--- config.mk ---
export PLATFORM = sky130hd
export DESIGN_NAME = laor_core
export DESIGN_NICKNAME = d
export VERILOG_FILES = /design/src/logic/laor_pkg.sv /design/src/logic/laor_core.sv
export VERILOG_INCLUDE_DIRS = /design/src /design/src/logic
export SDC_FILE = /design/constraint.sdc
export NUM_CORES = 1
export LEC_CHECK = 0
export ABC_AREA = 1
export ABC_CLOCK_PERIOD_IN_PS = 4500
export BUFFER_PORTS_ARGS = -buffer_cell sky130_fd_sc_hd__buf_2
export CAP_MARGIN = 20
export CORE_MARGIN = 4
export CORE_UTILIZATION = 59
export CTS_CLUSTER_SIZE = 14
export DETAILED_ROUTE_END_ITERATION = 6
export GPL_TIMING_DRIVEN = 1
export PLACE_DENSITY = 0.83
export SLEW_MARGIN = 40
export SYNTH_ARGS = -nofsm -noshare
export SYNTH_HDL_FRONTEND = slang
export SYNTH_SLANG_ARGS = --single-unit
--- constraint.sdc ---
create_clock -name pclk -period 4.5 [get_ports pclk]
set_input_delay 1.125 -clock pclk [delete_from_list [all_inputs] [get_ports pclk]]
set_output_delay 1.125 -clock pclk [all_outputs]
set_load 0.05 [all_outputs]
--- src/logic/laor_params.svh ---
// register offsets, reset values and limits for alarm routing
`ifndef LAOR_PARAMS_SVH
`define LAOR_PARAMS_SVH
`define LAOR_OFF_CTRL 12'h000
`define LAOR_OFF_SEL 12'h004
`define LAOR_OFF_HYST 12'h008
`define LAOR_OFF_LBTIME 12'h00c
`define LAOR_OFF_LBLEVEL 12'h010
`define LAOR_OFF_LBBAND 12'h014
`define LAOR_OFF_STATUS 12'h018
`define LAOR_OFF_INPUTS 12'h01c
`define LAOR_CTRL_RST 32'h0000_0000
`define LAOR_SEL_RST 15'h0c01
`define LAOR_HYST_MIN 16'h0001
`define LAOR_HYST_MAX 16'h01f4
`define LAOR_TIME_MAX 16'h270f
`define LAOR_LVL_T_RST 16'h0050
`define LAOR_LVL_A_RST 16'h03e8
`define LAOR_BND_T_RST 16'h001e
`define LAOR_BND_A_RST 16'h0014
`define LAOR_LVL_T_MIN 16'h0001
`define LAOR_LVL_T_MAX 16'h270f
`define LAOR_LVL_A_MIN 16'h0001
`define LAOR_LVL_A_MAX 16'h270f
`define LAOR_BND_MAX 16'h270f
`define LAOR_ALM_TYPE_LB 4'hc
`define LAOR_TICKS_PER_SEC 16'h0004
`define LAOR_SRC_WB0 5'h08
`define LAOR_SRC_WB7 5'h0f
`endif

--- src/logic/laor_pkg.sv ---
// types for loop alarm and output routing
package laor_pkg;
  typedef enum logic [4:0] {
    LAOR_SRC_NONE = 5'h00, LAOR_SRC_HEAT = 5'h01, LAOR_SRC_COOL = 5'h02,
    LAOR_SRC_ALARM_ONE_SOURCE = 5'h03, LAOR_SRC_ALM2 = 5'h04, LAOR_SRC_ALM3 = 5'h05,
    LAOR_SRC_PEND = 5'h06, LAOR_SRC_SWCNT = 5'h07
  } laor_src_t;
  typedef struct packed {
    logic heat;
    logic cool;
    logic alm2;
    logic alm3;
    logic prog_end;
    logic switch_count_alarm_source;
    logic [7:0] work_bits;
  } laor_sig_t;
  typedef enum logic [1:0] {
    LAOR_LB_IDLE = 2'b00, LAOR_LB_WATCH = 2'b01, LAOR_LB_TRIP = 2'b10
  } laor_lb_t;
endpackage

--- src/logic/laor_core.sv ---
// alarm hysteresis, loop burnout detection and output routing with apb
//
// Function
// - heater-short hysteresis is accepted from 0.1 to 50.0 A, default 0.1, and releases that alarm.
// - hysteresis applies only with heater-short enabled, alarm 1 assigned and latch off.
// - detection interval runs 0 to 9999 s, default 0, and 0 disables burnout detection.
// - burnout detection is active only with alarm 1 assigned and alarm type 12.
// - a burnout is flagged when deviation exceeds the level, ranges and defaults by input kind.
// - past the level, a deviation above the band that is not reduced flags a burnout.
// - level and band are unavailable while the interval is zero.
// - control output 1 takes one of sixteen sources, default heating.
// - cooling routed under standard control drives the 0 percent value.
// - on output 1 alarm, end, count and work bit sources need relay or ssr hardware.
// - program end may be chosen with the pattern off but then stays inactive.
// - work bit sources are hidden when the logic operation function is unused.
// - a current-type output 1 is assignable only while transfer output is off.
// - output 2 defaults to none and follows cooling under heating/cooling control.
// - output 2 offers the same sources as output 1.
// - auxiliary output 1 offers the same sources and defaults to alarm 1.
//
// Chosen here: register access over APB and the register addresses.
`include "laor_params.svh"
module laor_core (
  input wire logic pclk,
  input wire logic presetn,
  input wire logic clk_en,
  input wire logic sample_tick,
  input wire logic psel,
  input wire logic penable,
  input wire logic pwrite,
  input wire logic [11:0] paddr,
  input wire logic [31:0] pwdata,
  output logic [31:0] prdata,
  output logic pready,
  output logic pslverr,
  input wire laor_pkg::laor_sig_t sigs,
  input wire logic [15:0] heater_short_current,
  input wire logic [15:0] heater_short_limit,
  input wire logic [15:0] deviation,
  output logic ctrl_out1_ff,
  output logic ctrl_out2_ff,
  output logic aux_out1_ff,
  output logic alarm_one_source_ff,
  output logic loop_burnout_alarm_ff
);
  import laor_pkg::*;

  // ctrl: 0 hs_use 1 alarm_one_source_assigned 2 hs_latch 3 heat_cool 4 analog 5 pattern
  // 6 logic_op 7 out1_relay 8 out1_current 9 xfer_off 11:10 unused 15:12 type
  logic [31:0] ctrl_ff;
  logic [14:0] sel_ff;
  logic [15:0] hyst_ff, lbtime_ff, lblevel_ff, lbband_ff;
  logic lb_valid;
  logic analog_prev_ff;
  laor_lb_t lb_state_ff;
  logic [15:0] tick_cnt_ff, sec_cnt_ff, dev_ref_ff;
  logic hs_alarm_ff;

  wire hs_use = ctrl_ff[0];
  wire alarm_one_source_asg = ctrl_ff[1];
  wire hs_latch = ctrl_ff[2];
  wire heat_cool = ctrl_ff[3];
  wire analog = ctrl_ff[4];
  wire pattern_on = ctrl_ff[5];
  wire logic_op = ctrl_ff[6];
  wire out1_relay = ctrl_ff[7];
  wire out1_current = ctrl_ff[8];
  wire xfer_off = ctrl_ff[9];
  wire [3:0] alarm_one_source_type = ctrl_ff[15:12];

  wire acc = psel & penable & clk_en;
  wire wr = acc & pwrite;

  function automatic logic [15:0] clip(input logic [15:0] v,
                                       input logic [15:0] lo,
                                       input logic [15:0] hi);
    clip = (v < lo) ? lo : ((v > hi) ? hi : v);
  endfunction

  // hidden or illegal choices leave the stored selection unchanged
  function automatic logic src_ok(input logic [4:0] s, input logic is_out1);
    logic ok;
    ok = 1'b1;
    if (s >= `LAOR_SRC_WB0 && !logic_op)
      ok = 1'b0;
    if (is_out1 && s >= LAOR_SRC_ALARM_ONE_SOURCE && !out1_relay)
      ok = 1'b0;
    if (is_out1 && out1_current && !xfer_off)
      ok = 1'b0;
    if (s > `LAOR_SRC_WB7)
      ok = 1'b0;
    src_ok = ok;
  endfunction

  function automatic logic route(input logic [4:0] s);
    logic r;
    r = 1'b0;
    unique case (s)
      LAOR_SRC_NONE: r = 1'b0;
      LAOR_SRC_HEAT: r = sigs.heat;
      LAOR_SRC_COOL: r = heat_cool & sigs.cool;
      LAOR_SRC_ALARM_ONE_SOURCE: r = alarm_one_source_ff;
      LAOR_SRC_ALM2: r = sigs.alm2;
      LAOR_SRC_ALM3: r = sigs.alm3;
      LAOR_SRC_PEND: r = pattern_on & sigs.prog_end;
      LAOR_SRC_SWCNT: r = sigs.switch_count_alarm_source;
      default: r = logic_op & sigs.work_bits[s[2:0]];
    endcase
    route = r;
  endfunction

  always_ff @(posedge pclk or negedge presetn) begin
    if (!presetn) begin
      ctrl_ff <= `LAOR_CTRL_RST;
    end else if (wr && paddr == `LAOR_OFF_CTRL) begin
      ctrl_ff <= pwdata;
    end
  end

  // selectors: [4:0] out1 [9:5] out2 [14:10] aux1
  always_ff @(posedge pclk or negedge presetn) begin
    if (!presetn) begin
      sel_ff <= `LAOR_SEL_RST;
    end else if (clk_en) begin
      if (wr && paddr == `LAOR_OFF_SEL) begin
        if (src_ok(pwdata[4:0], 1'b1))
          sel_ff[4:0] <= pwdata[4:0];
        if (src_ok(pwdata[9:5], 1'b0))
          sel_ff[9:5] <= pwdata[9:5];
        if (src_ok(pwdata[14:10], 1'b0))
          sel_ff[14:10] <= pwdata[14:10];
      end else if (heat_cool) begin
        sel_ff[9:5] <= LAOR_SRC_COOL;
      end
    end
  end

  always_ff @(posedge pclk or negedge presetn) begin
    if (!presetn) begin
      hyst_ff <= `LAOR_HYST_MIN;
    end else if (wr && paddr == `LAOR_OFF_HYST) begin
      hyst_ff <= clip(pwdata[15:0], `LAOR_HYST_MIN, `LAOR_HYST_MAX);
    end
  end

  always_ff @(posedge pclk or negedge presetn) begin
    if (!presetn) begin
      lbtime_ff <= 16'h0000;
    end else if (wr && paddr == `LAOR_OFF_LBTIME) begin
      lbtime_ff <= clip(pwdata[15:0], 16'h0000, `LAOR_TIME_MAX);
    end
  end

  // level and band defaults follow the input kind when it changes
  always_ff @(posedge pclk or negedge presetn) begin
    if (!presetn) begin
      lblevel_ff <= `LAOR_LVL_T_RST;
      lbband_ff <= `LAOR_BND_T_RST;
      analog_prev_ff <= 1'b0;
    end else if (clk_en) begin
      analog_prev_ff <= analog;
      if (analog != analog_prev_ff) begin
        lblevel_ff <= analog ? `LAOR_LVL_A_RST : `LAOR_LVL_T_RST;
        lbband_ff <= analog ? `LAOR_BND_A_RST : `LAOR_BND_T_RST;
      end else if (wr && lb_valid && paddr == `LAOR_OFF_LBLEVEL) begin
        lblevel_ff <= clip(pwdata[15:0], `LAOR_LVL_T_MIN,
                           `LAOR_LVL_T_MAX);
      end else if (wr && lb_valid && paddr == `LAOR_OFF_LBBAND) begin
        lbband_ff <= clip(pwdata[15:0], 16'h0000, `LAOR_BND_MAX);
      end
    end
  end

  assign lb_valid = (lbtime_ff != 16'h0000);
  wire lb_active = lb_valid && alarm_one_source_asg && alarm_one_source_type == `LAOR_ALM_TYPE_LB;

  // watch starts when the level is passed; each interval the deviation must
  // fall by more than the band or the burnout trips
  always_ff @(posedge pclk or negedge presetn) begin
    if (!presetn) begin
      lb_state_ff <= LAOR_LB_IDLE;
      tick_cnt_ff <= 16'h0000;
      sec_cnt_ff <= 16'h0000;
      dev_ref_ff <= 16'h0000;
    end else if (clk_en && sample_tick) begin
      if (!lb_active) begin
        lb_state_ff <= LAOR_LB_IDLE;
      end else begin
        unique case (lb_state_ff)
          LAOR_LB_IDLE: if (deviation > lblevel_ff) begin
            lb_state_ff <= LAOR_LB_WATCH;
            dev_ref_ff <= deviation;
            tick_cnt_ff <= 16'h0000;
            sec_cnt_ff <= 16'h0000;
          end
          LAOR_LB_WATCH: begin
            if (tick_cnt_ff == `LAOR_TICKS_PER_SEC - 16'h0001) begin
              tick_cnt_ff <= 16'h0000;
              if (sec_cnt_ff == lbtime_ff - 16'h0001) begin
                sec_cnt_ff <= 16'h0000;
                if (deviation + lbband_ff >= dev_ref_ff &&
                    deviation > lbband_ff)
                  lb_state_ff <= LAOR_LB_TRIP;
                else if (deviation <= lblevel_ff)
                  lb_state_ff <= LAOR_LB_IDLE;
                dev_ref_ff <= deviation;
              end else begin
                sec_cnt_ff <= sec_cnt_ff + 16'h0001;
              end
            end else begin
              tick_cnt_ff <= tick_cnt_ff + 16'h0001;
            end
          end
          LAOR_LB_TRIP: if (deviation <= lbband_ff)
            lb_state_ff <= LAOR_LB_IDLE;
          default: lb_state_ff <= LAOR_LB_IDLE;
        endcase
      end
    end
  end

  // heater-short alarm sets at the limit and clears below limit - hyst
  always_ff @(posedge pclk or negedge presetn) begin
    if (!presetn) begin
      hs_alarm_ff <= 1'b0;
    end else if (clk_en && sample_tick) begin
      if (!(hs_use && alarm_one_source_asg))
        hs_alarm_ff <= 1'b0;
      else if (heater_short_current >= heater_short_limit)
        hs_alarm_ff <= 1'b1;
      else if (!hs_latch &&
               ({1'b0, heater_short_current} + {1'b0, hyst_ff}) <
               {1'b0, heater_short_limit})
        hs_alarm_ff <= 1'b0;
    end
  end

  // routed outputs only move on the tick, so a selector write cannot glitch
  always_ff @(posedge pclk or negedge presetn) begin
    if (!presetn) begin
      alarm_one_source_ff <= 1'b0;
      loop_burnout_alarm_ff <= 1'b0;
      ctrl_out1_ff <= 1'b0;
      ctrl_out2_ff <= 1'b0;
      aux_out1_ff <= 1'b0;
    end else if (clk_en && sample_tick) begin
      loop_burnout_alarm_ff <= lb_state_ff == LAOR_LB_TRIP;
      alarm_one_source_ff <= hs_alarm_ff | (lb_state_ff == LAOR_LB_TRIP);
      ctrl_out1_ff <= route(sel_ff[4:0]);
      ctrl_out2_ff <= route(sel_ff[9:5]);
      aux_out1_ff <= route(sel_ff[14:10]);
    end
  end

  // zero-wait slave; unmapped addresses answer with pslverr
  always_ff @(posedge pclk or negedge presetn) begin
    if (!presetn) begin
      prdata <= 32'h0000_0000;
      pready <= 1'b0;
      pslverr <= 1'b0;
    end else if (clk_en) begin
      pready <= psel & ~penable;
      pslverr <= 1'b0;
      prdata <= 32'h0000_0000;
      if (psel && !penable) begin
        unique case (paddr)
          `LAOR_OFF_CTRL: prdata <= ctrl_ff;
          `LAOR_OFF_SEL: prdata <= {17'h00000, sel_ff};
          `LAOR_OFF_HYST: prdata <= {16'h0000, hyst_ff};
          `LAOR_OFF_LBTIME: prdata <= {16'h0000, lbtime_ff};
          `LAOR_OFF_LBLEVEL: prdata <= {16'h0000, lblevel_ff};
          `LAOR_OFF_LBBAND: prdata <= {16'h0000, lbband_ff};
          `LAOR_OFF_STATUS: prdata <= {27'h0000000, aux_out1_ff,
            ctrl_out2_ff, ctrl_out1_ff, loop_burnout_alarm_ff, hs_alarm_ff};
          `LAOR_OFF_INPUTS: prdata <= {16'h0000, deviation};
          default: pslverr <= 1'b1;
        endcase
      end
    end
  end

  AST_HYST_RANGE: assert property (@(posedge pclk) disable iff (!presetn)
    hyst_ff >= `LAOR_HYST_MIN && hyst_ff <= `LAOR_HYST_MAX)
    else $error("hysteresis out of range");
  AST_HS_LATCH: assert property (@(posedge pclk) disable iff (!presetn)
    hs_latch && hs_use && alarm_one_source_asg && $past(hs_latch) && $past(hs_use)
    && $past(alarm_one_source_asg) && $past(hs_alarm_ff) |-> hs_alarm_ff)
    else $error("latched alarm released");
  AST_LB_OFF: assert property (@(posedge pclk) disable iff (!presetn)
    clk_en && sample_tick && !lb_valid
    |=> lb_state_ff == LAOR_LB_IDLE)
    else $error("burnout active with zero interval");
  AST_LB_TYPE: assert property (@(posedge pclk) disable iff (!presetn)
    clk_en && sample_tick && alarm_one_source_type != `LAOR_ALM_TYPE_LB
    |=> lb_state_ff == LAOR_LB_IDLE)
    else $error("burnout with wrong alarm type");
  AST_LB_FLAG: assert property (@(posedge pclk) disable iff (!presetn)
    clk_en && sample_tick && lb_state_ff == LAOR_LB_TRIP
    |=> loop_burnout_alarm_ff)
    else $error("burnout not flagged");
  AST_LB_LOCK: assert property (@(posedge pclk) disable iff (!presetn)
    !lb_valid && $stable(analog) |=> $stable(lblevel_ff))
    else $error("level changed while unavailable");
  AST_PEND_OFF: assert property (@(posedge pclk) disable iff (!presetn)
    clk_en && sample_tick && sel_ff[4:0] == LAOR_SRC_PEND && !pattern_on
    |=> !ctrl_out1_ff)
    else $error("program end routed with pattern off");
  AST_OUT2_COOL: assert property (@(posedge pclk) disable iff (!presetn)
    clk_en && heat_cool && !wr |=> sel_ff[9:5] == LAOR_SRC_COOL)
    else $error("output 2 not forced to cooling");
  AST_COOL_STD: assert property (@(posedge pclk) disable iff (!presetn)
    clk_en && sample_tick && sel_ff[9:5] == LAOR_SRC_COOL && !heat_cool
    |=> !ctrl_out2_ff)
    else $error("cooling drives output in standard control");
  AST_TICK_ONLY: assert property (@(posedge pclk) disable iff (!presetn)
    !(clk_en && sample_tick) |=> $stable(aux_out1_ff))
    else $error("output moved between ticks");
  CVR_TRIP: cover property (@(posedge pclk) disable iff (!presetn)
    $rose(loop_burnout_alarm_ff));
  CVR_HS: cover property (@(posedge pclk) disable iff (!presetn)
    $fell(hs_alarm_ff));
  CVR_SEL: cover property (@(posedge pclk) disable iff (!presetn)
    wr && paddr == `LAOR_OFF_SEL);
endmodule

After elaboration in Yosys (flattened, before gate mapping)
Index checks and enable logic that the tools add are counted.
- add/sub/neg operators: 5
- multiply operators: 0
- div/mod/pow operators: 0
- $lt $le $gt $ge: 21
- eq/ne operators: 45
- shift-type cells: 0
- mux-type cells: 63
- bitwise logic cells: 11
- reduce and logical (&&, ||, !) cells: 45
- operators by type and width (cell ; number):
    two-way mux 16 bit ; 17
    one-hot mux 32 bit (8 select lines) ; 1
    one-hot mux 16 bit (2 select lines) ; 3
    equality test 5 x 3 -> 1 bit (second input constant) ; 12
    equality test 12 x 5 -> 1 bit (second input constant) ; 4
    adder 16 x 1 -> 16 bit (second input constant) ; 2
    greater-or-equal comparator 16 bit ; 2
    > comparator 16 bit ; 2
    <= comparator 16 bit ; 2
    less-than comparator 16 x 1 -> 1 bit (second input constant) ; 2
    two-way mux 32 bit ; 1
    equality test 5 x 2 -> 1 bit (second input constant) ; 6
    equality test 12 x 4 -> 1 bit (second input constant) ; 2
    one-hot mux 1 bit (8 select lines) ; 3
    two-way mux 1 bit ; 22
    logical AND 1 bit ; 19
    adder 16 x 16 -> 17 bit ; 1
    less-than comparator 17 x 16 -> 1 bit ; 1
    adder 16 bit ; 1
    equality test 16 bit ; 1
    equality test 16 x 2 -> 1 bit (second input constant) ; 1
    > comparator 16 x 14 -> 1 bit (second input constant) ; 1
    > comparator 16 x 9 -> 1 bit (second input constant) ; 1
    nonzero test 16 bit ; 1
    other kinds (36) ; 82
- flip-flop bits (word level): 202
- latch bits: 0
- bits in writable memories: 0
- bits in read-only memories: 0
- bits of input ports: 113
- output and inout port bits: 39
- word-level logic and storage cells: 212
- memories kept: 0

Logic depth before layout (Yosys ltp)
Gate-level depths: netlist (run 1).
- depth after elaboration: 9
- depth in mapped cells: 26

Worst setup path after synthesis (run 1)
OpenSTA, ideal clock, no wires.
- kind: input-to-reg
- start point: input deviation[0]
- end point: register lb_state_ff[1]
- library setup time: 117 ps
- data arrival time: 3852 ps
- required time: 4383 ps
- slack: 531 ps
- cell stages on the path: 21
- buffers on the path: 0
- cell sequence: ha_1 > inv_1 > fa_1 > inv_1 > a31oi_1 > o21ai_0 > a21oi_1 > o31ai_1 > xor2_1 > ha_1 > nand2_1 > nor4_1 > nand2_1 > nand3_1 > nand3_1 > nand2_1 > nand3_1 > nand2_1 > nand2_1 > nand2_1 > nand2_1
- longest elaborated chain between the ends: 8
- elaborated cells on any way between the ends: 16
- classes of those cells: add/sub (1); order compare (5); eq/ne (3); mux (5); reduce/logical (2)
- RTL lines (element ; RTL line ; text):
    start: declaration ; laor_core.sv:39 ; input wire logic [15:0] deviation,
    adder 16 bit ; laor_core.sv:201 ; if (deviation + lbband_ff >= dev_ref_ff &&
    greater-or-equal comparator 16 bit ; laor_core.sv:201 ;
    logical AND 1 bit ; laor_core.sv:201 ;
    two-way mux 2 bit ; laor_core.sv:201 ;
    two-way mux 2 bit ; laor_core.sv:199 ; if (sec_cnt_ff == lbtime_ff - 16'h0001) begin
    two-way mux 2 bit ; laor_core.sv:197 ; if (tick_cnt_ff == `LAOR_TICKS_PER_SEC - 16'h0001) begin
    one-hot mux 2 bit (3 select lines) ; laor_core.sv:189 ; unique case (lb_state_ff)
    two-way mux 2 bit ; laor_core.sv:186 ; if (!lb_active) begin
    end signal: assignment ; laor_core.sv:187 ; lb_state_ff <= LAOR_LB_IDLE;
    end signal: assignment ; laor_core.sv:191 ; lb_state_ff <= LAOR_LB_WATCH;
    end signal: assignment ; laor_core.sv:203 ; lb_state_ff <= LAOR_LB_TRIP;
    end: declaration ; laor_core.sv:55 ; laor_lb_t lb_state_ff;
Parallel ways exist; a longest one is shown, timed or not. The select of a mux whose other input is x is not followed.
A chain may end at the register's enable or synchronous reset.

Worst setup path after layout (run 1)
Ends and elaborated chain as after synthesis.

==> results of run 1 <==
## cells in the mapped netlist, drive strengths merged (19+ instances only)
cell type  instances  area share (%)
buf               19            0.89
inv              283             7.6
clkbuf            25            0.67
dfrtp            192              35
o21ai            148             5.5
ha               113              10
nand4             29             1.3
nor2             163             4.9
nand2            418              12
a21oi            113             4.4
nor3              30             1.1
xor2              46             2.9
nand3            106             3.8
o22ai             24             1.1
## worst paths after layout
check                                               from                         end  slack, ns
worst max-delay path                        deviation[0]  lb_state_ff[1]$_DFFE_PN0P_       0.48
worst min-delay path              sel_ff[14]$_DFFE_PN0P_      sel_ff[14]$_DFFE_PN0P_       0.47
worst max register to register  lbband_ff[3]$_DFFE_PN1P_  lb_state_ff[1]$_DFFE_PN0P_       0.71
worst min register to register    sel_ff[14]$_DFFE_PN0P_      sel_ff[14]$_DFFE_PN0P_       0.47
max in group asynchronous                        presetn     ctrl_ff[20]$_DFFE_PN0P_       3.12
min in group asynchronous                        presetn   dev_ref_ff[9]$_DFFE_PN0P_       0.57
## placed cells by master (no fill, tap or decap), types with 16 or more instances in the layout
master,instances
a21oi_1,102
a221oi_1,16
a31oi_1,16
buf_2,150
buf_4,17
clkbuf_16,24
dfrtp_1,192
ha_1,113
inv_1,279
nand2_1,409
nand3_1,104
nand4_1,29
nor2_1,144
nor2_2,16
nor3_1,28
o21ai_0,143
o22ai_1,24
xor2_1,46
## state kept, by name, summed over array words and instances, names as in the netlist, 2 cells and up
register	cells
ctrl_ff	32
hyst_ff	16
lbtime_ff	16
sec_cnt_ff	16
prdata	32
dev_ref_ff	16
lb_state_ff	2
lblevel_ff	16
sel_ff	15
tick_cnt_ff	16
lbband_ff	16
## power breakdown
part | switching, uW | internal [uW]
clock | 807 | 1050
sequential | 35.0 | 1860
combinational | 418 | 238
total | 1260 | 3150
## critical path, delay by kind of cell
family | cells | cell delay (ns)
xor+xnor | 1 | 0.11
compound gates | 4 | 0.83
buf+inv | 3 | 0.25
simple gates | 11 | 1.28
fa+ha+maj | 3 | 0.87
## area by class of cell
cell class	instances	area, um^2	area share (%)
clock buffers	34	676.9	4.290
clock inverters	8	67.56	0.4282
inverters	284	1066	6.755
multi-input cells	1321	7587	48.08
flip-flops and latches	202	5067	32.11
well taps	313	391.6	2.482
repair buffers	169	923.4	5.852
## metal layers
| metal | share of wire [%] | up-vias | track usage (%) | routed length (um) |
|---|---|---|---|---|
| met5 | 0 | - | 0 | 0 |
| met4 | 3.9 | 0 | 11.21 | 1552 |
| met3 | 9.6 | 125 | 6.252 | 3788 |
| met2 | 46 | 589 | 49.06 | 18080 |
| met1 | 41 | 6189 | 40.06 | 16100 |
| li1 | - | 6447 | - | - |
## per-stage QoR
stage               area [um^2]  setup WS [ns]
finish                    15780         0.4773
CTS                       15780         0.4550
global route              15780         0.1500
global placement          15010        0.05151
floorplan                 13920         0.5310
detailed placement        15040        -0.1116
## cells by family after synthesis
logic type                 count (synthesis)
AOI/OAI and AO/OA                        368
xor gates and xnor gates                  57
adders and majority gates                115
buffers and inverters                    328
DFF                                      202
muxes                                     10
and+or+nand+nor                          771
==> reports/results.tsv, run 1 <==
stage	metric	value	unit
status	status	completed	
sta	min_period_over_period	89.39	%
synthesis	synth-compound-area-share	15.53	%
power_and_ir_drop	p_per_area	279.6	nW/um^2
grt	track_usage	30.18	%
grt	grt_max_degree	129	
run	drv_cap	0	
synthesis	yosys.area_share.simple	24.01	%
power_and_ir_drop	p_leak	0.008282	uW
cells_and_area	insertedDiodeCount	0	
clock_tree	cts_setup_buffers	0	
clock_tree	cts_resized	0	
clock_tree	h-tree-depth	1	
sta	slew_viol_final	0	
synthesis	synthesis.nets	2079	
setup_path	slowest_delay	0.41	ns
grt	grt_overflow	0	
detailed_routing	via_per_inst	5.727	
synthesis	synth_warnings	0	
synthesis	avgSynthCellArea	7.521	um^2
placement	dp_hpwl	30570	um
setup_path	crit_type	primary input to flip-flop	
detailed_routing	drt_iter0_drc	1147	
synthesis	synth_cell_type_count	52	
grt	antenna_found_initial	0	
floorplan	start_util	60.75	%
cells_and_area	drive_above_1_share	13.92	%
synthesis	synthAdderAreaFrac	10.44	%
setup_path	start_kind	primary input	
power_and_ir_drop	peakVddDrop	0.2676	mV
clock_tree	clock-sinks	202	
clock_tree	tritoncts	yes	
synthesis	dominantRegCellSynth	dfrtp_1	
placement	dp.cells	2289	
detailed_routing	drt_pass1_iterations	5	
floorplan	die_h	161.6	um
synthesis	synth-seq-area-share	36.40	%
detailed_routing	ant_nets	0	
sta	tightest_slew	0.7409	ns
clock_tree	clk_latency	0.54	ns
setup_path	critical_path.cell_chain	buf_2 > ha_1 > inv_1 > fa_1 > inv_1 > a31oi_1 > o21ai_0 > a21oi_1 > o31ai_1 > xor2_1 > ha_1 > nand2_1 > nor4_1 > nand2_1 > nand3_1 > nand3_1 > nand2_1 > nand3_1 > nand2_1 > nand2_1 > nand2_1 > nand2_1	
synthesis	muxShareOfSynthArea	0.8089	%
cells_and_area	stdcell_count	2331	
setup_path	required	4.92	ns
hold_path	whs_path_depth	2	
sta	rsz0062_at_grt	false	
placement	numPortBuffers	151	
detailed_routing	wl_per_cell	16.95	um
setup_path	cpMaxStageDelayCell	fa_1	
hold_path	hold_path_class	flip-flop to flip-flop	
setup_path	ff2ff_path_depth	22	
setup_path	worstPathArrival	4.44	ns
clock_tree	cts_root_buffer	clkbuf_16	
placement	place_congestion	0.9835	
clock_tree	hold_buffers	0	
synthesis	async_flop_share	100.0	%
floorplan	rows	55	
detailed_routing	totalWireLength	39520	um
synthesis	synth_edf_count	0	
sta	tns	0	ns
grt	grt_pass1_vias	12930	
sta	timing_hold_violations_final	0	
setup_path	cpMostUsedCell	nand2_1	
setup_path	crit_fanout	3	
cells_and_area	final_core_utilization	68.86	%
sta	max_slew_margin	50.61	%
clock_tree	clock_tree.buffer_depth	3	
grt	grt_pass1_wl	64660	um
cells_and_area	nNetsFinal	2229	
setup_path	cp-end-kind	flip-flop	
synthesis	ys_ff_latch	202	
floorplan	num_io_pins	152	
cells_and_area	nFillCells	1964	
sta	setup_viol	0	
synthesis	synthXorXnorAreaFrac	3.586	%
synthesis	synth_top_family_by_area	simple AND/OR/NAND/NOR gates	
synthesis	syn_inst	1851	
detailed_routing	drc_errors	0	
clock_tree	clkSlewWorstSetupHoldPaths	0.06	ns
sta	min_period	4.023	ns
floorplan	core	22920	um^2
clock_tree	cts_buffers	23	
sta	finClkSkew	0.01077	ns
power_and_ir_drop	power	4412	uW
synthesis	synth_area	13920	um^2
floorplan	die_area	26120	um^2
cells_and_area	areaGrowthSynthToFinish	13.36	%
sta	whs	0.4734	ns
sta	fmaxAchievable	248.6	MHz
detailed_routing	num_vias	13350	
floorplan	fp.dieW	161.6	um
Note: power is estimated with default switching activity, not from simulation.
==> run 2, diff against run 1 <==
--- a/config.mk
+++ b/config.mk
@@ -16,6 +16,7 @@
 export DETAILED_ROUTE_END_ITERATION = 6
 export GPL_TIMING_DRIVEN = 1
 export PLACE_DENSITY = 0.83
+export RECOVER_POWER = 100
 export SLEW_MARGIN = 40
 export SYNTH_ARGS = -nofsm -noshare
 export SYNTH_HDL_FRONTEND = slang
==> run 2 against run 1 <==
Net effect:
- the flow now finishes with violations (capacitance limit, slew limit)
- total power shrank 0.19%
- fmax shrank 1.7%
- clock skew grew 0.0017 ns
- setup slack lost 0.069 ns
- utilization shrank 0.76 points
- sequential power is essentially flat
- non-clock buffer count is the same
- via count shrank 0.19%
- register-to-register slack is essentially flat
- first-iteration DRC count grew 2.8%
==> reports/results.tsv, run 2 (synthesis gave the netlist of run 1 again) <==
stage	metric	value	unit
hold_path	hold_end	sel_ff[14]$_DFFE_PN0P_	
clock_tree	clock-sinks	202	
power_and_ir_drop	peakVddDrop	0.2675	mV
grt	grt_pass1_wl	64660	um
hold_path	holdCritStartpoint	sel_ff[14]$_DFFE_PN0P_	
cells_and_area	insertedDiodeCount	0	
setup_path	ff2ff_setup_slack	0.71	ns
clock_tree	hold_buffers	0	
setup_path	cp.buffers_inverters	3	
setup_path	ff2ff_path_depth	22	
clock_tree	h-tree-depth	1	
clock_tree	clkSlewWorstSetupHoldPaths	0.06	ns
placement	dp_hpwl	30570	um
cells_and_area	nFillCells	2021	
floorplan	start_util	60.75	%
setup_path	cp-end-kind	flip-flop	
clock_tree	cts_resized	0	
setup_path	r2r_start	lbband_ff[3]$_DFFE_PN1P_	
sta	rsz0062_at_grt	false	
cells_and_area	stdcell_count	2331	
floorplan	num_io_pins	152	
placement	numPortBuffers	151	
sta	tns	0	ns
hold_path	hold_path_class	flip-flop to flip-flop	
placement	place_congestion	0.9835	
clock_tree	cts_root_buffer	clkbuf_16	
grt	grt_overflow	0	
cells_and_area	layout_commonest_cell	nand2_1	
clock_tree	cts_buffers	23	
detailed_routing	totalWireLength	39610	um
detailed_routing	drc_errors	0	
sta	fmaxAchievable	244.4	MHz
cells_and_area	final_core_utilization	68.10	%
setup_path	cpMaxStageDelayCell	nand2_1	
detailed_routing	drt_pass1_iterations	5	
grt	antenna_found_initial	0	
sta	min_period	4.092	ns
floorplan	fp.dieW	161.6	um
status	status	finished, violations left	
grt	grt_pass1_vias	12930	
sta	whs	0.4736	ns
hold_path	whs_path_depth	2	
setup_path	slowest_delay	0.99	ns
sta	finClkSkew	0.01250	ns
floorplan	rows	55	
cells_and_area	nNetsFinal	2229	
placement	dp.cells	2289	
setup_path	start_kind	primary input	
detailed_routing	ant_nets	0	
cells_and_area	multiInputGateArea	7515	um^2
setup_path	cpMostUsedCell	nand2_1	
run	drv_cap	2	
clock_tree	clk_latency	0.53	ns
cells_and_area	largestRegisters	ctrl_ff: 32 flops, prdata: 32 flops	
cells_and_area	drive_above_1_share	10.56	%
sta	tightest_slew	3.228	ns
clock_tree	clock_tree.buffer_depth	3	
clock_tree	cts_setup_buffers	0	
setup_path	worstPathArrival	4.50	ns
setup_path	critical_path.cell_chain	buf_2 > nor2_1 > nand2_1 > inv_1 > nand2_1 > clkinv_1 > nand2_1 > mux2_2	
setup_path	regToRegEndpoint	lb_state_ff[1]$_DFFE_PN0P_	
setup_path	path_delay_family	simple AND/OR/NAND/NOR gates	
setup_path	crit_type	primary input to flip-flop	
sta	max_slew_margin	-115.2	%
power_and_ir_drop	p_per_area	282.2	nW/um^2
grt	grt_max_degree	129	
grt	track_usage	30.18	%
cells_and_area	seqCellArea	5067	um^2
sta	timing_hold_violations_final	0	
clock_tree	tritoncts	yes	
sta	slew_viol_final	183	
cells_and_area	areaGrowthSynthToFinish	12.11	%
detailed_routing	wl_per_cell	16.99	um
detailed_routing	drt_iter0_drc	1179	
setup_path	required	4.91	ns
cells_and_area	mostFrequentLayoutCells	nand2_1, inv_1, dfrtp_1	
floorplan	die_area	26120	um^2
status	violations	capacitance limit, slew limit	
floorplan	die_h	161.6	um
sta	min_period_over_period	90.93	%
detailed_routing	num_vias	13330	
floorplan	core	22920	um^2
sta	setup_viol	0	
detailed_routing	via_per_inst	5.716	
power_and_ir_drop	p_leak	0.008046	uW
setup_path	crit_fanout	54	
[run 2: cell types whose count changed in the layout (fill, tap and decap cells not counted), moves of 3 or more]
cell / previous run / this run
nor2_1: 144 / 150
o21ai_0: 143 / 148
clkbuf_1: 5 / 54
o21ai_2: 5 / 0
nor2_2: 16 / 10
buf_4: 17 / 9
buf_2: 150 / 109
nand2_1: 409 / 412
[run 2: worst max path at each step]
| stage | from | to | slack (ns) | depth (start not counted) |
|---|---|---|---|---|
| after CTS | deviation[0] | lb_state_ff[0]$_DFFE_PN0P_ | 0.45 | 22 |
| after detailed placement | deviation[0] | lb_state_ff[0]$_DFFE_PN0P_ | -0.11 | 22 |
| final | paddr[11] | ctrl_ff[17]$_DFFE_PN0P_ | 0.41 | 8 |
| after floorplan | deviation[0] | lb_state_ff[1]$_DFFE_PN0P_ | 0.53 | 21 |
| after global routing | deviation[0] | lb_state_ff[1]$_DFFE_PN0P_ | 0.15 | 22 |
| after global placement | deviation[0] | lb_state_ff[1]$_DFFE_PN0P_ | 0.05 | 22 |
[run 2: layout make-up]
cell class / count / share of cell area, %
clock buffers: 34 / 4.337
repair buffers: 169 / 5.267
clock inverters: 8 / 0.4329
multi-input cells: 1321 / 48.15
flip-flops and latches: 202 / 32.47
well taps: 313 / 2.509
inverters: 284 / 6.831
[run 2: routing by layer]
layer | vias up | share of wire, % | wire (um) | GRT usage (%)
met4 | 0 | 3.9 | 1532 | 11.21
met1 | 6147 | 41 | 16260 | 40.06
li1 | 6447 | - | - | -
met3 | 110 | 9.3 | 3681 | 6.252
met5 | - | 0 | 0 | 0
met2 | 621 | 46 | 18140 | 49.06
[run 2: worst min-delay path, delay by kind of cell (launching register included)]
kind,cells,cell delay (ns)
AND/OR/NAND/NOR,1,0.06
buffers and inverters,1,0.04
flip-flops,1,0.34
[run 2: stage by stage]
| step | setup WS (ns) | power [uW] | instance area (um^2) |
|---|---|---|---|
| floorplan | 0.5310 | 2333 | 13920 |
| global placement | 0.05151 | 2557 | 15010 |
| detailed placement | -0.1116 | 2582 | 15040 |
| CTS | 0.4550 | 4426 | 15780 |
| global route | 0.1496 | 4608 | 15610 |
| finish | 0.4082 | 4404 | 15610 |
[run 2: where the power goes]
group          switching (uW)  internal (uW)
registers                35.2           1860
logic                     416            234
clock network             804           1050
